### src/hw/rcm_pkg.sv
// shared constants and types for the regulator mode and temperature sense control
// Contract
// - awake, external or 16 MHz: high mode
// - awake, 31 to 500 kHz: low mode
// - asleep, mode select clear: low mode
// - asleep, select set, quiet: power-save mode
// - force conditions turn power-save into low
// - supply low: tracking, regulator off, overrides all
// - regulator control bit 1 mode select, resets 0
// - regulator control bit 0 resets 1, keep set
// - regulator control bits 7-2 read zero
// - temperature indicator on only while enabled
// - range select 1 high, 0 low
// - temperature indicator has own converter channel
// - temp sense enable at reference bit 5
// - range select at reference bit 4, resets 0
package rcm_pkg;

  // register byte offsets
  localparam logic [7:0] RCM_OFS_VREF = 8'h00;
  localparam logic [7:0] RCM_OFS_VREG = 8'h04;
  localparam logic [7:0] RCM_OFS_STAT = 8'h08;
  localparam logic [7:0] RCM_OFS_TEMP = 8'h0c;

  // voltage reference control fields
  localparam int RCM_VREF_EN_BIT = 7;
  localparam int RCM_VREF_RDY_BIT = 6;
  localparam int RCM_TEMP_EN_BIT = 5;
  localparam int RCM_TEMP_RNG_BIT = 4;
  localparam int RCM_GAIN_LSB = 0;
  localparam logic [7:0] RCM_VREF_RESET = 8'h00;

  // regulator control fields
  localparam int RCM_PM_SEL_BIT = 1;
  localparam int RCM_KEEP_BIT = 0;
  localparam logic [1:0] RCM_VREG_RESET = 2'h1;

  // internal oscillator frequency codes
  localparam logic [2:0] RCM_OSC_16M = 3'h7;
  localparam logic [2:0] RCM_OSC_1M = 3'h3;

  // converter channel code of the temperature indicator
  localparam logic [2:0] RCM_CH_TEMP = 3'h6;

  // temperature settle time
  localparam int RCM_CLK_PERIOD_NS = 50;
  localparam int RCM_SETTLE_NS = 200000;
  localparam int RCM_SETTLE_CYC = (RCM_SETTLE_NS + RCM_CLK_PERIOD_NS - 1) / RCM_CLK_PERIOD_NS;
  localparam logic [11:0] RCM_SETTLE_CNT = 12'(RCM_SETTLE_CYC);

  typedef enum logic [1:0] {
    RCM_MODE_HIGH,
    RCM_MODE_LOW,
    RCM_MODE_PSAVE,
    RCM_MODE_TRACK
  } rcm_mode_t;

  // core status that steers the regulator mode
  typedef struct packed {
    logic sleep;
    logic ext_clk;
    logic [2:0] osc_code;
    logic fast_osc_periph;
    logic periph_active;
    logic brownout_en;
    logic self_write;
    logic conv_active;
    logic supply_low;
  } rcm_core_t;

endpackage

### src/hw/rcm_ctrl.sv
// regulator mode and temperature indicator control with apb register access
`timescale 1ns/1ps
module rcm_ctrl
  import rcm_pkg::*;
(
  // clock and reset
  input wire logic CLK,
  input wire logic RSTN,
  // apb slave
  input wire logic [7:0] PADDR,
  input wire logic PSEL,
  input wire logic PENABLE,
  input wire logic PWRITE,
  input wire logic [31:0] PWDATA,
  input wire logic [3:0] PSTRB,
  output logic [31:0] PRDATA,
  output logic PREADY,
  output logic PSLVERR,
  // core status, same clock
  input wire logic SLEEP_ACTIVE,
  input wire logic EXT_CLOCK_MODE,
  input wire logic [2:0] INTERNAL_OSC_CODE,
  input wire logic FAST_INTERNAL_OSC_PERIPH,
  input wire logic PERIPH_ACTIVE,
  input wire logic BROWNOUT_RESET_EN,
  input wire logic SELF_WRITE_ACTIVE,
  input wire logic CONV_ACTIVE,
  input wire logic [2:0] CONV_CHANNEL,
  // analog status, asynchronous
  input wire logic SUPPLY_LOW,
  input wire logic VREF_READY,
  // regulator control
  output rcm_mode_t REG_MODE,
  output logic REG_DISABLE,
  // temperature indicator and reference control
  output logic TEMP_SENSE_ON,
  output logic TEMP_RANGE_HIGH,
  output logic TEMP_CH_SEL,
  output logic VREF_ON,
  output logic [1:0] VREF_GAIN
);

  // synchronised analog flags
  logic [1:0] ana_sync;
  logic supply_low_s;
  logic vref_ready_s;

  rcm_sync #(
    .W(2)
  ) u_sync (
    .clk(CLK),
    .rstn(RSTN),
    .din({SUPPLY_LOW, VREF_READY}),
    .dout(ana_sync)
  );

  assign supply_low_s = ana_sync[1];
  assign vref_ready_s = ana_sync[0];

  // register state
  logic vref_en_q;
  logic temp_en_q;
  logic temp_rng_q;
  logic [1:0] gain_q;
  logic pm_sel_q;
  logic keep_q;

  // apb decode
  logic setup_ph;
  logic access_ph;
  logic wr_en;
  logic addr_hit;
  logic [31:0] rdata_d;
  logic [31:0] rdata_q;
  logic err_q;

  assign setup_ph = PSEL & ~PENABLE;
  assign access_ph = PSEL & PENABLE;
  assign addr_hit = (PADDR == RCM_OFS_VREF) | (PADDR == RCM_OFS_VREG) |
                    (PADDR == RCM_OFS_STAT) | (PADDR == RCM_OFS_TEMP);
  // only byte lane 0 carries writable register data
  assign wr_en = access_ph & PWRITE & PSTRB[0] & addr_hit;

  // never stretched: answer comes in the first access cycle
  assign PREADY = 1'b1;
  assign PSLVERR = access_ph & err_q;
  assign PRDATA = rdata_q;

  // voltage reference control writes
  always_ff @(posedge CLK) begin
    if (!RSTN) begin
      vref_en_q <= RCM_VREF_RESET[RCM_VREF_EN_BIT];
      temp_en_q <= RCM_VREF_RESET[RCM_TEMP_EN_BIT];
      temp_rng_q <= RCM_VREF_RESET[RCM_TEMP_RNG_BIT];
      gain_q <= RCM_VREF_RESET[RCM_GAIN_LSB +: 2];
    end else if (wr_en && PADDR == RCM_OFS_VREF) begin
      vref_en_q <= PWDATA[RCM_VREF_EN_BIT];
      temp_en_q <= PWDATA[RCM_TEMP_EN_BIT];
      temp_rng_q <= PWDATA[RCM_TEMP_RNG_BIT];
      gain_q <= PWDATA[RCM_GAIN_LSB +: 2];
    end
  end

  // regulator control writes
  always_ff @(posedge CLK) begin
    if (!RSTN) begin
      pm_sel_q <= RCM_VREG_RESET[RCM_PM_SEL_BIT];
      keep_q <= RCM_VREG_RESET[RCM_KEEP_BIT];
    end else if (wr_en && PADDR == RCM_OFS_VREG) begin
      pm_sel_q <= PWDATA[RCM_PM_SEL_BIT];
      keep_q <= PWDATA[RCM_KEEP_BIT];
    end
  end

  // regulator mode decision
  rcm_core_t core;
  rcm_mode_t mode_q;
  logic forced_q;

  // one driver for the whole status word
  assign core = '{
    sleep: SLEEP_ACTIVE,
    ext_clk: EXT_CLOCK_MODE,
    osc_code: INTERNAL_OSC_CODE,
    fast_osc_periph: FAST_INTERNAL_OSC_PERIPH,
    periph_active: PERIPH_ACTIVE,
    brownout_en: BROWNOUT_RESET_EN,
    self_write: SELF_WRITE_ACTIVE,
    conv_active: CONV_ACTIVE,
    supply_low: supply_low_s
  };

  rcm_mode_sel u_mode (
    .clk(CLK),
    .rstn(RSTN),
    .core(core),
    .pm_sel(pm_sel_q),
    .mode_q(mode_q),
    .forced_q(forced_q)
  );

  assign REG_MODE = mode_q;
  assign REG_DISABLE = (mode_q == RCM_MODE_TRACK);

  // temperature indicator and reference outputs
  logic ch_sel_q;
  logic ts_on_q;
  logic ts_rng_q;
  logic vref_on_q;
  logic [1:0] vref_gain_q;

  always_ff @(posedge CLK) begin
    if (!RSTN) begin
      ts_on_q <= 1'b0;
      ts_rng_q <= 1'b0;
      ch_sel_q <= 1'b0;
      vref_on_q <= 1'b0;
      vref_gain_q <= 2'h0;
    end else begin
      ts_on_q <= temp_en_q;
      ts_rng_q <= temp_rng_q;
      ch_sel_q <= (CONV_CHANNEL == RCM_CH_TEMP);
      vref_on_q <= vref_en_q;
      // buffers off whenever the reference itself is off
      vref_gain_q <= vref_en_q ? gain_q : 2'h0;
    end
  end

  assign TEMP_SENSE_ON = ts_on_q;
  assign TEMP_RANGE_HIGH = ts_rng_q;
  assign TEMP_CH_SEL = ch_sel_q;
  assign VREF_ON = vref_on_q;
  assign VREF_GAIN = vref_gain_q;

  // settle tracking: software must honour the wait, the block only reports it
  logic ch_sel_d1_q;
  logic conv_d1_q;
  logic settle_start;
  logic [11:0] settle_cnt_q;
  logic settled_q;
  logic early_conv_q;

  always_ff @(posedge CLK) begin
    if (!RSTN) begin
      ch_sel_d1_q <= 1'b0;
      conv_d1_q <= 1'b0;
    end else begin
      ch_sel_d1_q <= ch_sel_q;
      conv_d1_q <= CONV_ACTIVE;
    end
  end

  // restart on channel switch or conversion end
  assign settle_start = (ch_sel_q & ~ch_sel_d1_q) | (ch_sel_q & conv_d1_q & ~CONV_ACTIVE);

  always_ff @(posedge CLK) begin
    if (!RSTN) begin
      settle_cnt_q <= 12'h000;
      settled_q <= 1'b0;
    end else if (!ch_sel_q || !ts_on_q) begin
      settle_cnt_q <= 12'h000;
      settled_q <= 1'b0;
    end else if (settle_start) begin
      settle_cnt_q <= RCM_SETTLE_CNT;
      settled_q <= 1'b0;
    end else if (settle_cnt_q != 12'h000) begin
      settle_cnt_q <= settle_cnt_q - 12'h001;
      settled_q <= (settle_cnt_q == 12'h001);
    end
  end

  // sticky flag for a conversion started before the indicator settled
  always_ff @(posedge CLK) begin
    if (!RSTN) begin
      early_conv_q <= 1'b0;
    end else if (ch_sel_q && CONV_ACTIVE && !conv_d1_q && !settled_q) begin
      // set wins over a clear in the same cycle
      early_conv_q <= 1'b1;
    end else if (wr_en && PADDR == RCM_OFS_TEMP && PWDATA[1]) begin
      early_conv_q <= 1'b0;
    end
  end

  // read mux, registered in the setup cycle
  always_comb begin
    rdata_d = 32'h0000_0000;
    unique case (PADDR)
      RCM_OFS_VREF: begin
        rdata_d[RCM_VREF_EN_BIT] = vref_en_q;
        rdata_d[RCM_VREF_RDY_BIT] = vref_ready_s & vref_en_q;
        rdata_d[RCM_TEMP_EN_BIT] = temp_en_q;
        rdata_d[RCM_TEMP_RNG_BIT] = temp_rng_q;
        rdata_d[RCM_GAIN_LSB +: 2] = gain_q;
      end
      RCM_OFS_VREG: begin
        rdata_d[RCM_PM_SEL_BIT] = pm_sel_q;
        rdata_d[RCM_KEEP_BIT] = keep_q;
      end
      RCM_OFS_STAT: begin
        rdata_d[1:0] = mode_q;
        rdata_d[2] = forced_q;
        rdata_d[3] = supply_low_s;
        rdata_d[4] = SLEEP_ACTIVE;
      end
      RCM_OFS_TEMP: begin
        rdata_d[0] = settled_q;
        rdata_d[1] = early_conv_q;
        rdata_d[2] = ch_sel_q;
        rdata_d[15:4] = settle_cnt_q;
      end
      default: begin
        rdata_d = 32'h0000_0000;
      end
    endcase
  end

  always_ff @(posedge CLK) begin
    if (!RSTN) begin
      rdata_q <= 32'h0000_0000;
      err_q <= 1'b0;
    end else if (setup_ph) begin
      rdata_q <= PWRITE ? 32'h0000_0000 : rdata_d;
      err_q <= ~addr_hit;
    end
  end

endmodule

### src/hw/rcm_sync.sv
// two flip-flop synchroniser, one stage pair per bit
`timescale 1ns/1ps
module rcm_sync #(
  parameter int W = 1
) (
  // clock and reset
  input wire logic clk,
  input wire logic rstn,
  // async in, synchronised out
  input wire logic [W-1:0] din,
  output logic [W-1:0] dout
);
  genvar i;
  generate
    for (i = 0; i < W; i++) begin : g_bit
      logic meta_q;
      logic sync_q;
      always_ff @(posedge clk) begin
        if (!rstn) begin
          meta_q <= 1'b0;
          sync_q <= 1'b0;
        end else begin
          meta_q <= din[i];
          sync_q <= meta_q;
        end
      end
      assign dout[i] = sync_q;
    end
  endgenerate
endmodule

### src/hw/rcm_mode_sel.sv
// regulator power mode decision, registered
`timescale 1ns/1ps
module rcm_mode_sel
  import rcm_pkg::*;
(
  // clock and reset
  input wire logic clk,
  input wire logic rstn,
  // decision inputs
  input wire rcm_core_t core,
  input wire logic pm_sel,
  // decision
  output rcm_mode_t mode_q,
  output logic forced_q
);
  rcm_mode_t mode_d;
  logic force_low;

  assign force_low = core.brownout_en | core.fast_osc_periph | core.self_write |
                     core.conv_active;

  always_comb begin
    mode_d = RCM_MODE_LOW;
    if (core.supply_low) begin
      mode_d = RCM_MODE_TRACK;
    end else if (core.sleep) begin
      if (pm_sel && !core.periph_active && !force_low) begin
        mode_d = RCM_MODE_PSAVE;
      end else begin
        mode_d = RCM_MODE_LOW;
      end
    end else if (core.ext_clk || core.osc_code >= RCM_OSC_1M) begin
      mode_d = RCM_MODE_HIGH;
    end else begin
      mode_d = RCM_MODE_LOW;
    end
  end

  always_ff @(posedge clk) begin
    if (!rstn) begin
      mode_q <= RCM_MODE_LOW;
      forced_q <= 1'b0;
    end else begin
      mode_q <= mode_d;
      forced_q <= core.sleep & pm_sel & force_low & ~core.supply_low;
    end
  end
endmodule

### config.mk
export PLATFORM = sky130hd
export DESIGN_NAME = rcm_ctrl
export DESIGN_NICKNAME = d
export VERILOG_FILES = /design/src/hw/rcm_pkg.sv /design/src/hw/rcm_ctrl.sv /design/src/hw/rcm_sync.sv /design/src/hw/rcm_mode_sel.sv
export SDC_FILE = /design/constraint.sdc
export NUM_CORES = 1
export LEC_CHECK = 0
export BUFFER_PORTS_ARGS = -buffer_cell sky130_fd_sc_hd__buf_2
export CORE_ASPECT_RATIO = 1.75
export CORE_MARGIN = 3
export CORE_UTILIZATION = 50
export CTS_BUF_LIST = sky130_fd_sc_hd__clkbuf_8
export CTS_CLUSTER_SIZE = 20
export DETAILED_ROUTE_END_ITERATION = 8
export PLACE_DENSITY_LB_ADDON = 0.05
export REMOVE_ABC_BUFFERS = 1
export SYNTH_ARGS = -nofsm -noshare
export SYNTH_HDL_FRONTEND = slang
export SYNTH_SLANG_ARGS = --single-unit
### constraint.sdc
create_clock -name CLK -period 4.8 [get_ports CLK]
set_clock_uncertainty 0.15 [all_clocks]
set_input_delay 0.96 -clock CLK [delete_from_list [all_inputs] [get_ports CLK]]
set_output_delay 0.96 -clock CLK [all_outputs]
set_load 0.03 [all_outputs]
==> metrics.txt, run 1 <==
type of origin of the critical path input port; maxcap violations 0; Simple-Gate Fraction of Synth Area 25.5%; DRT Wirelength 5670 um; post-layout net count 376; fin. max-slew vios 0; worst path arrival time 1.41 ns; number of synthesized flops with an enable pin 0; headroom to the max-slew limit 52.6%; Adder-Cell Fraction of Synth Area 1.06%; Mapped Cells 256; FMAX 397 MHz; Sinks on Clock Net 53; Leak Pwr 1.24 nW; drt drc 0; run status finished, final reports clean; Clock Latency Late Sink 0.30 ns; DPL Wire Length 4340 um; die span in y 96.8 um; clk root buf clkbuf_8; post-synthesis compound-gate area fraction 12.7%; I/O pin total 107; share of cells above drive strength 1 25.1%; P&R area growth vs syn 14.2%; number of global-route vias before repair 1,996; CP Max Fanout 4; final worst path period share 52.5%; Chip Width 57.9 um; dominant synthesized flop cell dfxtp_1; Placed Area 0.00261 mm^2; FILL cells 432; first-pass GRT wire length 9520 um; worst-margin pin slew 0.711 ns; Synth Area in XOR/XNOR 1.12%; clk buf depth 2; Synth Cell Area 0.00236 mm^2; mux contribution to synthesized area 6.27%; Final Hold Fails 0; total congestion overflow 0; First-pass DRT Iterations 5; min-delay worst type flip-flop to flip-flop; htree depth 2; Hold Buf Count CTS 0; Peak VDD IR 252 uV; sequential fraction of the synthesis area 45.0%; PwrDens 278 mW/mm^2; setup tns final 0 ns; number of buffers created by CTS 5; routed len/inst 15.6 um; synthesized area per cell 9.20 um^2; DR vias/cell 5.61; GRT Total Usage 21.4%; RSZ-0062 raised after global routing false; IO buf count 59; die area 0.00560 mm^2; initial antenna violation count 0; CTS tree yes; Post-CTS Setup Bufs 0; minimum clock period 2.52 ns; initial core utilization 52.5%; Setup Viol. Count Final 0; main combinational cell family by area after synthesis simple AND/OR/NAND/NOR gates; CORE AREA 0.00448 mm^2; Final Cell Area 0.00269 mm^2; largest net degree at the start of global routing 27; post_cts resized 0; DR vias 2,030; CP required 3.69 ns; Clk pin slew, worst setup/hold paths 0.09 ns; row cnt 32; library cells used by synthesis 43; critical path type input port to output port; CP endpoint kind output port; Antenna Nets Post-Route 0; gp weighted congestion 0.818; number of inserted diodes 0; synthesized flop and latch total 53; ys async rst share 0%; Yosys warning count 0; DR iter-0 viols 64
-- final cells by class --
class                           count  area [um^2]  share of cell area [%]
Clock buffer                        5         68.8                    2.56
Clock inverter                      3         13.8                   0.511
Inverter                            5         18.8                   0.697
Multi-Input combinational cell    185         1160                    43.2
Sequential cell                    53         1060                    39.4
Tap cell                           51         63.8                    2.37
Timing Repair Buffer               60          303                    11.3
-- report_power, final --
part           internal [W]  total [W]  switching, W
registers          0.000443   0.000445    0.00000223
clock network     0.0000994   0.000240      0.000141
logic             0.0000188  0.0000617     0.0000429
total              0.000561   0.000747      0.000186
-- cell usage after synthesis, drive strengths merged, types with 3 or more instances --
library cell / count / area share, %
a211oi: 4 / 1.3
a21oi: 7 / 1.5
a22o: 3 / 1.1
a22oi: 6 / 1.9
a31oi: 3 / 0.80
a32oi: 10 / 3.7
and2: 10 / 2.7
and3: 4 / 1.1
and4: 4 / 1.5
and4b: 3 / 1.3
buf: 18 / 5.6
clkbuf: 10 / 1.6
dfxtp: 53 / 45
inv: 4 / 0.64
mux2i: 8 / 3.4
nand2: 10 / 1.6
nand3: 5 / 1.1
nand4: 6 / 1.6
nor2: 40 / 6.4
nor3: 6 / 1.3
nor4: 7 / 2.4
o21ai: 3 / 0.64
or3: 4 / 1.1
or4: 4 / 1.4
-- final timing paths --
kind / start / endpoint / slack [ns] / depth (start not counted)
max: PSEL / PSLVERR / 2.28 / 3
max reg2reg: settle_cnt_q[2]$_SDFFE_PP0P_ / settle_cnt_q[11]$_SDFFE_PP0P_ / 2.73 / 4
min: u_sync.g_bit[0].meta_q$_SDFF_PN0_ / u_sync.g_bit[0].sync_q$_SDFF_PN0_ / 0.29 / 1
min reg2reg: u_sync.g_bit[0].meta_q$_SDFF_PN0_ / u_sync.g_bit[0].sync_q$_SDFF_PN0_ / 0.29 / 1
-- critical path, stage by stage --
cell	delay, ns
buf_2	0.11
and3_1	0.17
buf_2	0.17
-- layout by cell type (no fill, tap or decap), drive strengths merged, types with 5 or more instances in the layout --
cell type / Yosys / routed
buf: 18 / 60
clkbuf: 10 / 5
a22oi: 6 / 6
nor2: 40 / 40
nand2: 10 / 10
a21oi: 7 / 7
conb: 2 / 17
nor4: 7 / 7
nor3: 6 / 6
mux2i: 8 / 8
dfxtp: 53 / 53
a32oi: 10 / 10
and2: 10 / 10
nand4: 6 / 6
inv: 4 / 5
nand3: 5 / 5
-- registers in the layout, indices dropped and copies added, names as in the netlist, 2 cells and up --
name,flops
PRDATA,16
gain_q,2
VREF_GAIN,2
u_sync.g_bit.meta_q,2
u_mode.mode_q,2
u_sync.g_bit.sync_q,2
settle_cnt_q,12
-- metal layers --
metal  vias to the layer above  track usage (%)  share of wire, %
li1                       1007                -                 -
met1                       958             23.4                36
met2                        59             40.2                58
met3                         6             3.34               4.8
met4                         0             6.61               1.1
met5                         -                0                 0
-- logic make-up after synthesis --
family	count (synthesis)
XOR/XNOR	3
adder cells (fa/ha/maj)	2
AND/OR/NAND/NOR	110
other	2
flip-flops	53
buffers and inverters	33
multiplexers	12
AO/OA/AOI/OAI	41
-- metrics by stage --
stage	setup slack, ns	hold slack [ns]	total power (W)	utilization, %	std cells
floorplan	2.41	0.262	0.000492	-	243
global placement	2.02	0.274	0.000517	58.2	354
detailed placement	2.02	0.274	0.000517	58.2	354
CTS	2.28	0.296	0.000751	60.0	362
global route	2.21	0.304	0.000778	60.0	362
finish	2.28	0.295	0.000747	60.0	362
Power figures use the tool's default switching activity.
==> run 2, diff against run 1 <==
--- a/config.mk
+++ b/config.mk
@@ -8,7 +8,7 @@
 export BUFFER_PORTS_ARGS = -buffer_cell sky130_fd_sc_hd__buf_2
 export CORE_ASPECT_RATIO = 1.75
 export CORE_MARGIN = 3
-export CORE_UTILIZATION = 50
+export CORE_UTILIZATION = 44
 export CTS_BUF_LIST = sky130_fd_sc_hd__clkbuf_8
 export CTS_CLUSTER_SIZE = 20
 export DETAILED_ROUTE_END_ITERATION = 8
==> constraint.sdc (replaced) <==
create_clock -name CLK -period 2.24 [get_ports CLK]
set_clock_uncertainty 0.15 [all_clocks]
set_input_delay 0.448 -clock CLK [delete_from_list [all_inputs] [get_ports CLK]]
set_output_delay 0.448 -clock CLK [all_outputs]
set_load 0.03 [all_outputs]
==> run 2 against run 1 <==
Critical path depth is 1 higher. Worst hold slack worse by 0.10 ns. Power is 120% higher. Wire length is 8.2% higher. Sequential share of layout area is 1.6 points lower. Combinational power is 130% higher. Flip-flop and latch count stayed put. Largest cell class unchanged. Critical endpoint is now settle_cnt_q[9]$_SDFFE_PP0P_.
==> metrics.txt, run 2 (synthesis gave the netlist of run 1 again) <==
total congestion overflow 0 (unchanged); number of global-route vias before repair 1,985 (-0.55%); run status finished, final reports clean; clk buf depth 2 (unchanged); crit path launch settle_cnt_q[2]$_SDFFE_PP0P_; die span in y 103 um (+6.2%); critical path type flip-flop to flip-flop; DR vias/cell 5.56 (-0.86%); initial antenna violation count 0 (unchanged); worst path arrival time 2.19 ns (+0.78 ns); FMAX 479 MHz; routed len/inst 16.3 um (+3.9%); CTS tree yes; CP endpoint settle_cnt_q[9]$_SDFFE_PP0P_; fin. max-slew vios 0 (unchanged); maxcap violations 0 (unchanged); M1 WL 2220 um (+9.6%); number of inserted diodes 0 (unchanged); Final Hold Fails 0 (unchanged); CORE AREA 0.00506 mm^2 (+13%); RSZ-0062 raised after global routing false; Post-CTS Setup Bufs 0 (unchanged); Chip Width 61.3 um (+5.9%); Non-Filler Instances 377 (+4.1%); DPL Wire Length 4730 um (+9.0%); Buf/Inv on CP 0 (-2); First-pass DRT Iterations 4 (-1); Hold Buf Count CTS 0 (unchanged); Max Used Layer met4; post-place setup slack 0.125 ns (-1.89 ns); crit-path max cell delay 0.54 ns (+0.37 ns); post-layout net count 388 (+3.2%); Clock Latency Late Sink 0.31 ns (about the same); DR iter-0 viols 76 (+19%); CP required 2.34 ns (-1.35 ns); type of origin of the critical path flip-flop; row cnt 34 (+6.3%); Clk pin slew, worst setup/hold paths 0.11 ns (+0.02 ns); Worst Slack Setup Final 0.153 ns (-2.13 ns); largest net degree at the start of global routing 24 (-11%); register-to-register setup slack 0.15 ns (-2.58 ns); most frequent cells in the layout buf_2, dfxtp_1, nor2_1; htree depth 2 (unchanged); CP endpoint kind flip-flop; GRT Total Usage 20.5% (-0.91 points); share of cells above drive strength 1 27.9% (+2.8 points); routed wl met3 243 um (-10%); drt drc 0 (unchanged); Peak VDD IR 396 uV (+57%); DR vias 2,096 (+3.3%); CP Max Fanout 7 (+3); max reg flops 16 (unchanged); CP top delay family simple AND/OR/NAND/NOR gates; min-delay worst type input port to flip-flop; Sinks on Clock Net 53 (unchanged); most common cell after layout, fill and taps aside buf_2; # placed instances 369 (+4.2%); PwrDens 585 mW/mm^2 (+110%); clk root buf clkbuf_8; RR Endpoint settle_cnt_q[9]$_SDFFE_PP0P_; IO buf count 59 (unchanged); Leak Pwr 1.30 nW (+4.8%); first-pass GRT wire length 9540 um (+0.28%); Setup Viol. Count Final 0 (unchanged); initial core utilization 46.5% (-6.0 points); CP Cell Sequence or4_4 -> or4_1 -> or3_1 -> a31oi_1; origin of the critical flop-to-flop path settle_cnt_q[2]$_SDFFE_PP0P_; minimum clock period 2.09 ns; R2R depth 4 (unchanged); I/O pin total 107 (unchanged); setup tns final 0 ns (unchanged); Crit-path slowest cell or4_4; P&R area growth vs syn 19.0%; number of buffers created by CTS 5 (unchanged); die area 0.00630 mm^2 (+12%); post_cts resized 0 (unchanged); Antenna Nets Post-Route 0 (unchanged); FILL cells 489 (+13%); final worst path period share 93.2%; DR WL met2 3440 um (+4.1%); gp weighted congestion 0.869 (+6.3%); DRT Wirelength 6130 um (+8.2%); critical path depth 4 (+1)
-- run 2: cell count changes in the layout (fill, tap and decap cells not counted) --
cell        before  now
clkinv_2         2    0
buf_12           0    1
clkinvlp_4       0    2
buf_4            1   12
-- run 2: worst register-to-register path, cell delays in order (launching register included) --
cell and delay [ns]:
dfxtp_1 0.40, or4_4 0.54, or4_1 0.45, or3_1 0.33, a31oi_1 0.15
-- run 2: stage by stage --
| stage | utilization [%] | area, um^2 | hold WS (ns) | power (W) |
|---|---|---|---|---|
| finish | 55.4 | 2800 | 0.191 | 0.00164 |
| global route | 55.4 | 2800 | 0.194 | 0.00170 |
| CTS | 55.4 | 2800 | 0.186 | 0.00165 |
| detailed placement | 53.6 | 2720 | 0.268 | 0.00112 |
| global placement | 53.6 | 2720 | 0.269 | 0.00112 |
| floorplan | - | 2240 | 0.262 | 0.00105 |
-- run 2: how the worst min path moves through the flow --
stage / slack, ns / to / start / cells past startpoint
finish: 0.19 / u_sync.g_bit[1].meta_q$_SDFF_PN0_ / SUPPLY_LOW / 2
global route: 0.19 / u_sync.g_bit[1].meta_q$_SDFF_PN0_ / SUPPLY_LOW / 2
CTS: 0.19 / u_sync.g_bit[1].meta_q$_SDFF_PN0_ / SUPPLY_LOW / 2
detailed placement: 0.27 / u_sync.g_bit[0].sync_q$_SDFF_PN0_ / u_sync.g_bit[0].meta_q$_SDFF_PN0_ / 1
global placement: 0.27 / u_sync.g_bit[1].sync_q$_SDFF_PN0_ / u_sync.g_bit[1].meta_q$_SDFF_PN0_ / 1
floorplan: 0.26 / u_sync.g_bit[0].sync_q$_SDFF_PN0_ / u_sync.g_bit[0].meta_q$_SDFF_PN0_ / 1
-- run 2: routing by layer --
layer	vias up	global-route usage (%)
met4	0	9.68
met5	-	0
met1	995	21.9
met3	13	3.13
met2	60	37.5
li1	1028	-
-- run 2: power by group --
part           total (W)  switching (W)  internal [W]  leakage [nW]
registers       0.000955     0.00000490      0.000950         0.429
logic           0.000141      0.0000948     0.0000461         0.828
clock network   0.000543       0.000326      0.000217        0.0416
total            0.00164       0.000426       0.00121          1.30
-- run 2: final cells by class --
type	count	area [um^2]	area share, %
Multi-Input combinational cell	185	1160	41.5
Sequential cell	53	1060	37.9
Timing Repair Buffer	72	405	14.5
Clock buffer	5	68.8	2.46
Tap cell	54	67.6	2.41
Clock inverter	3	18.8	0.670
Inverter	5	18.8	0.670
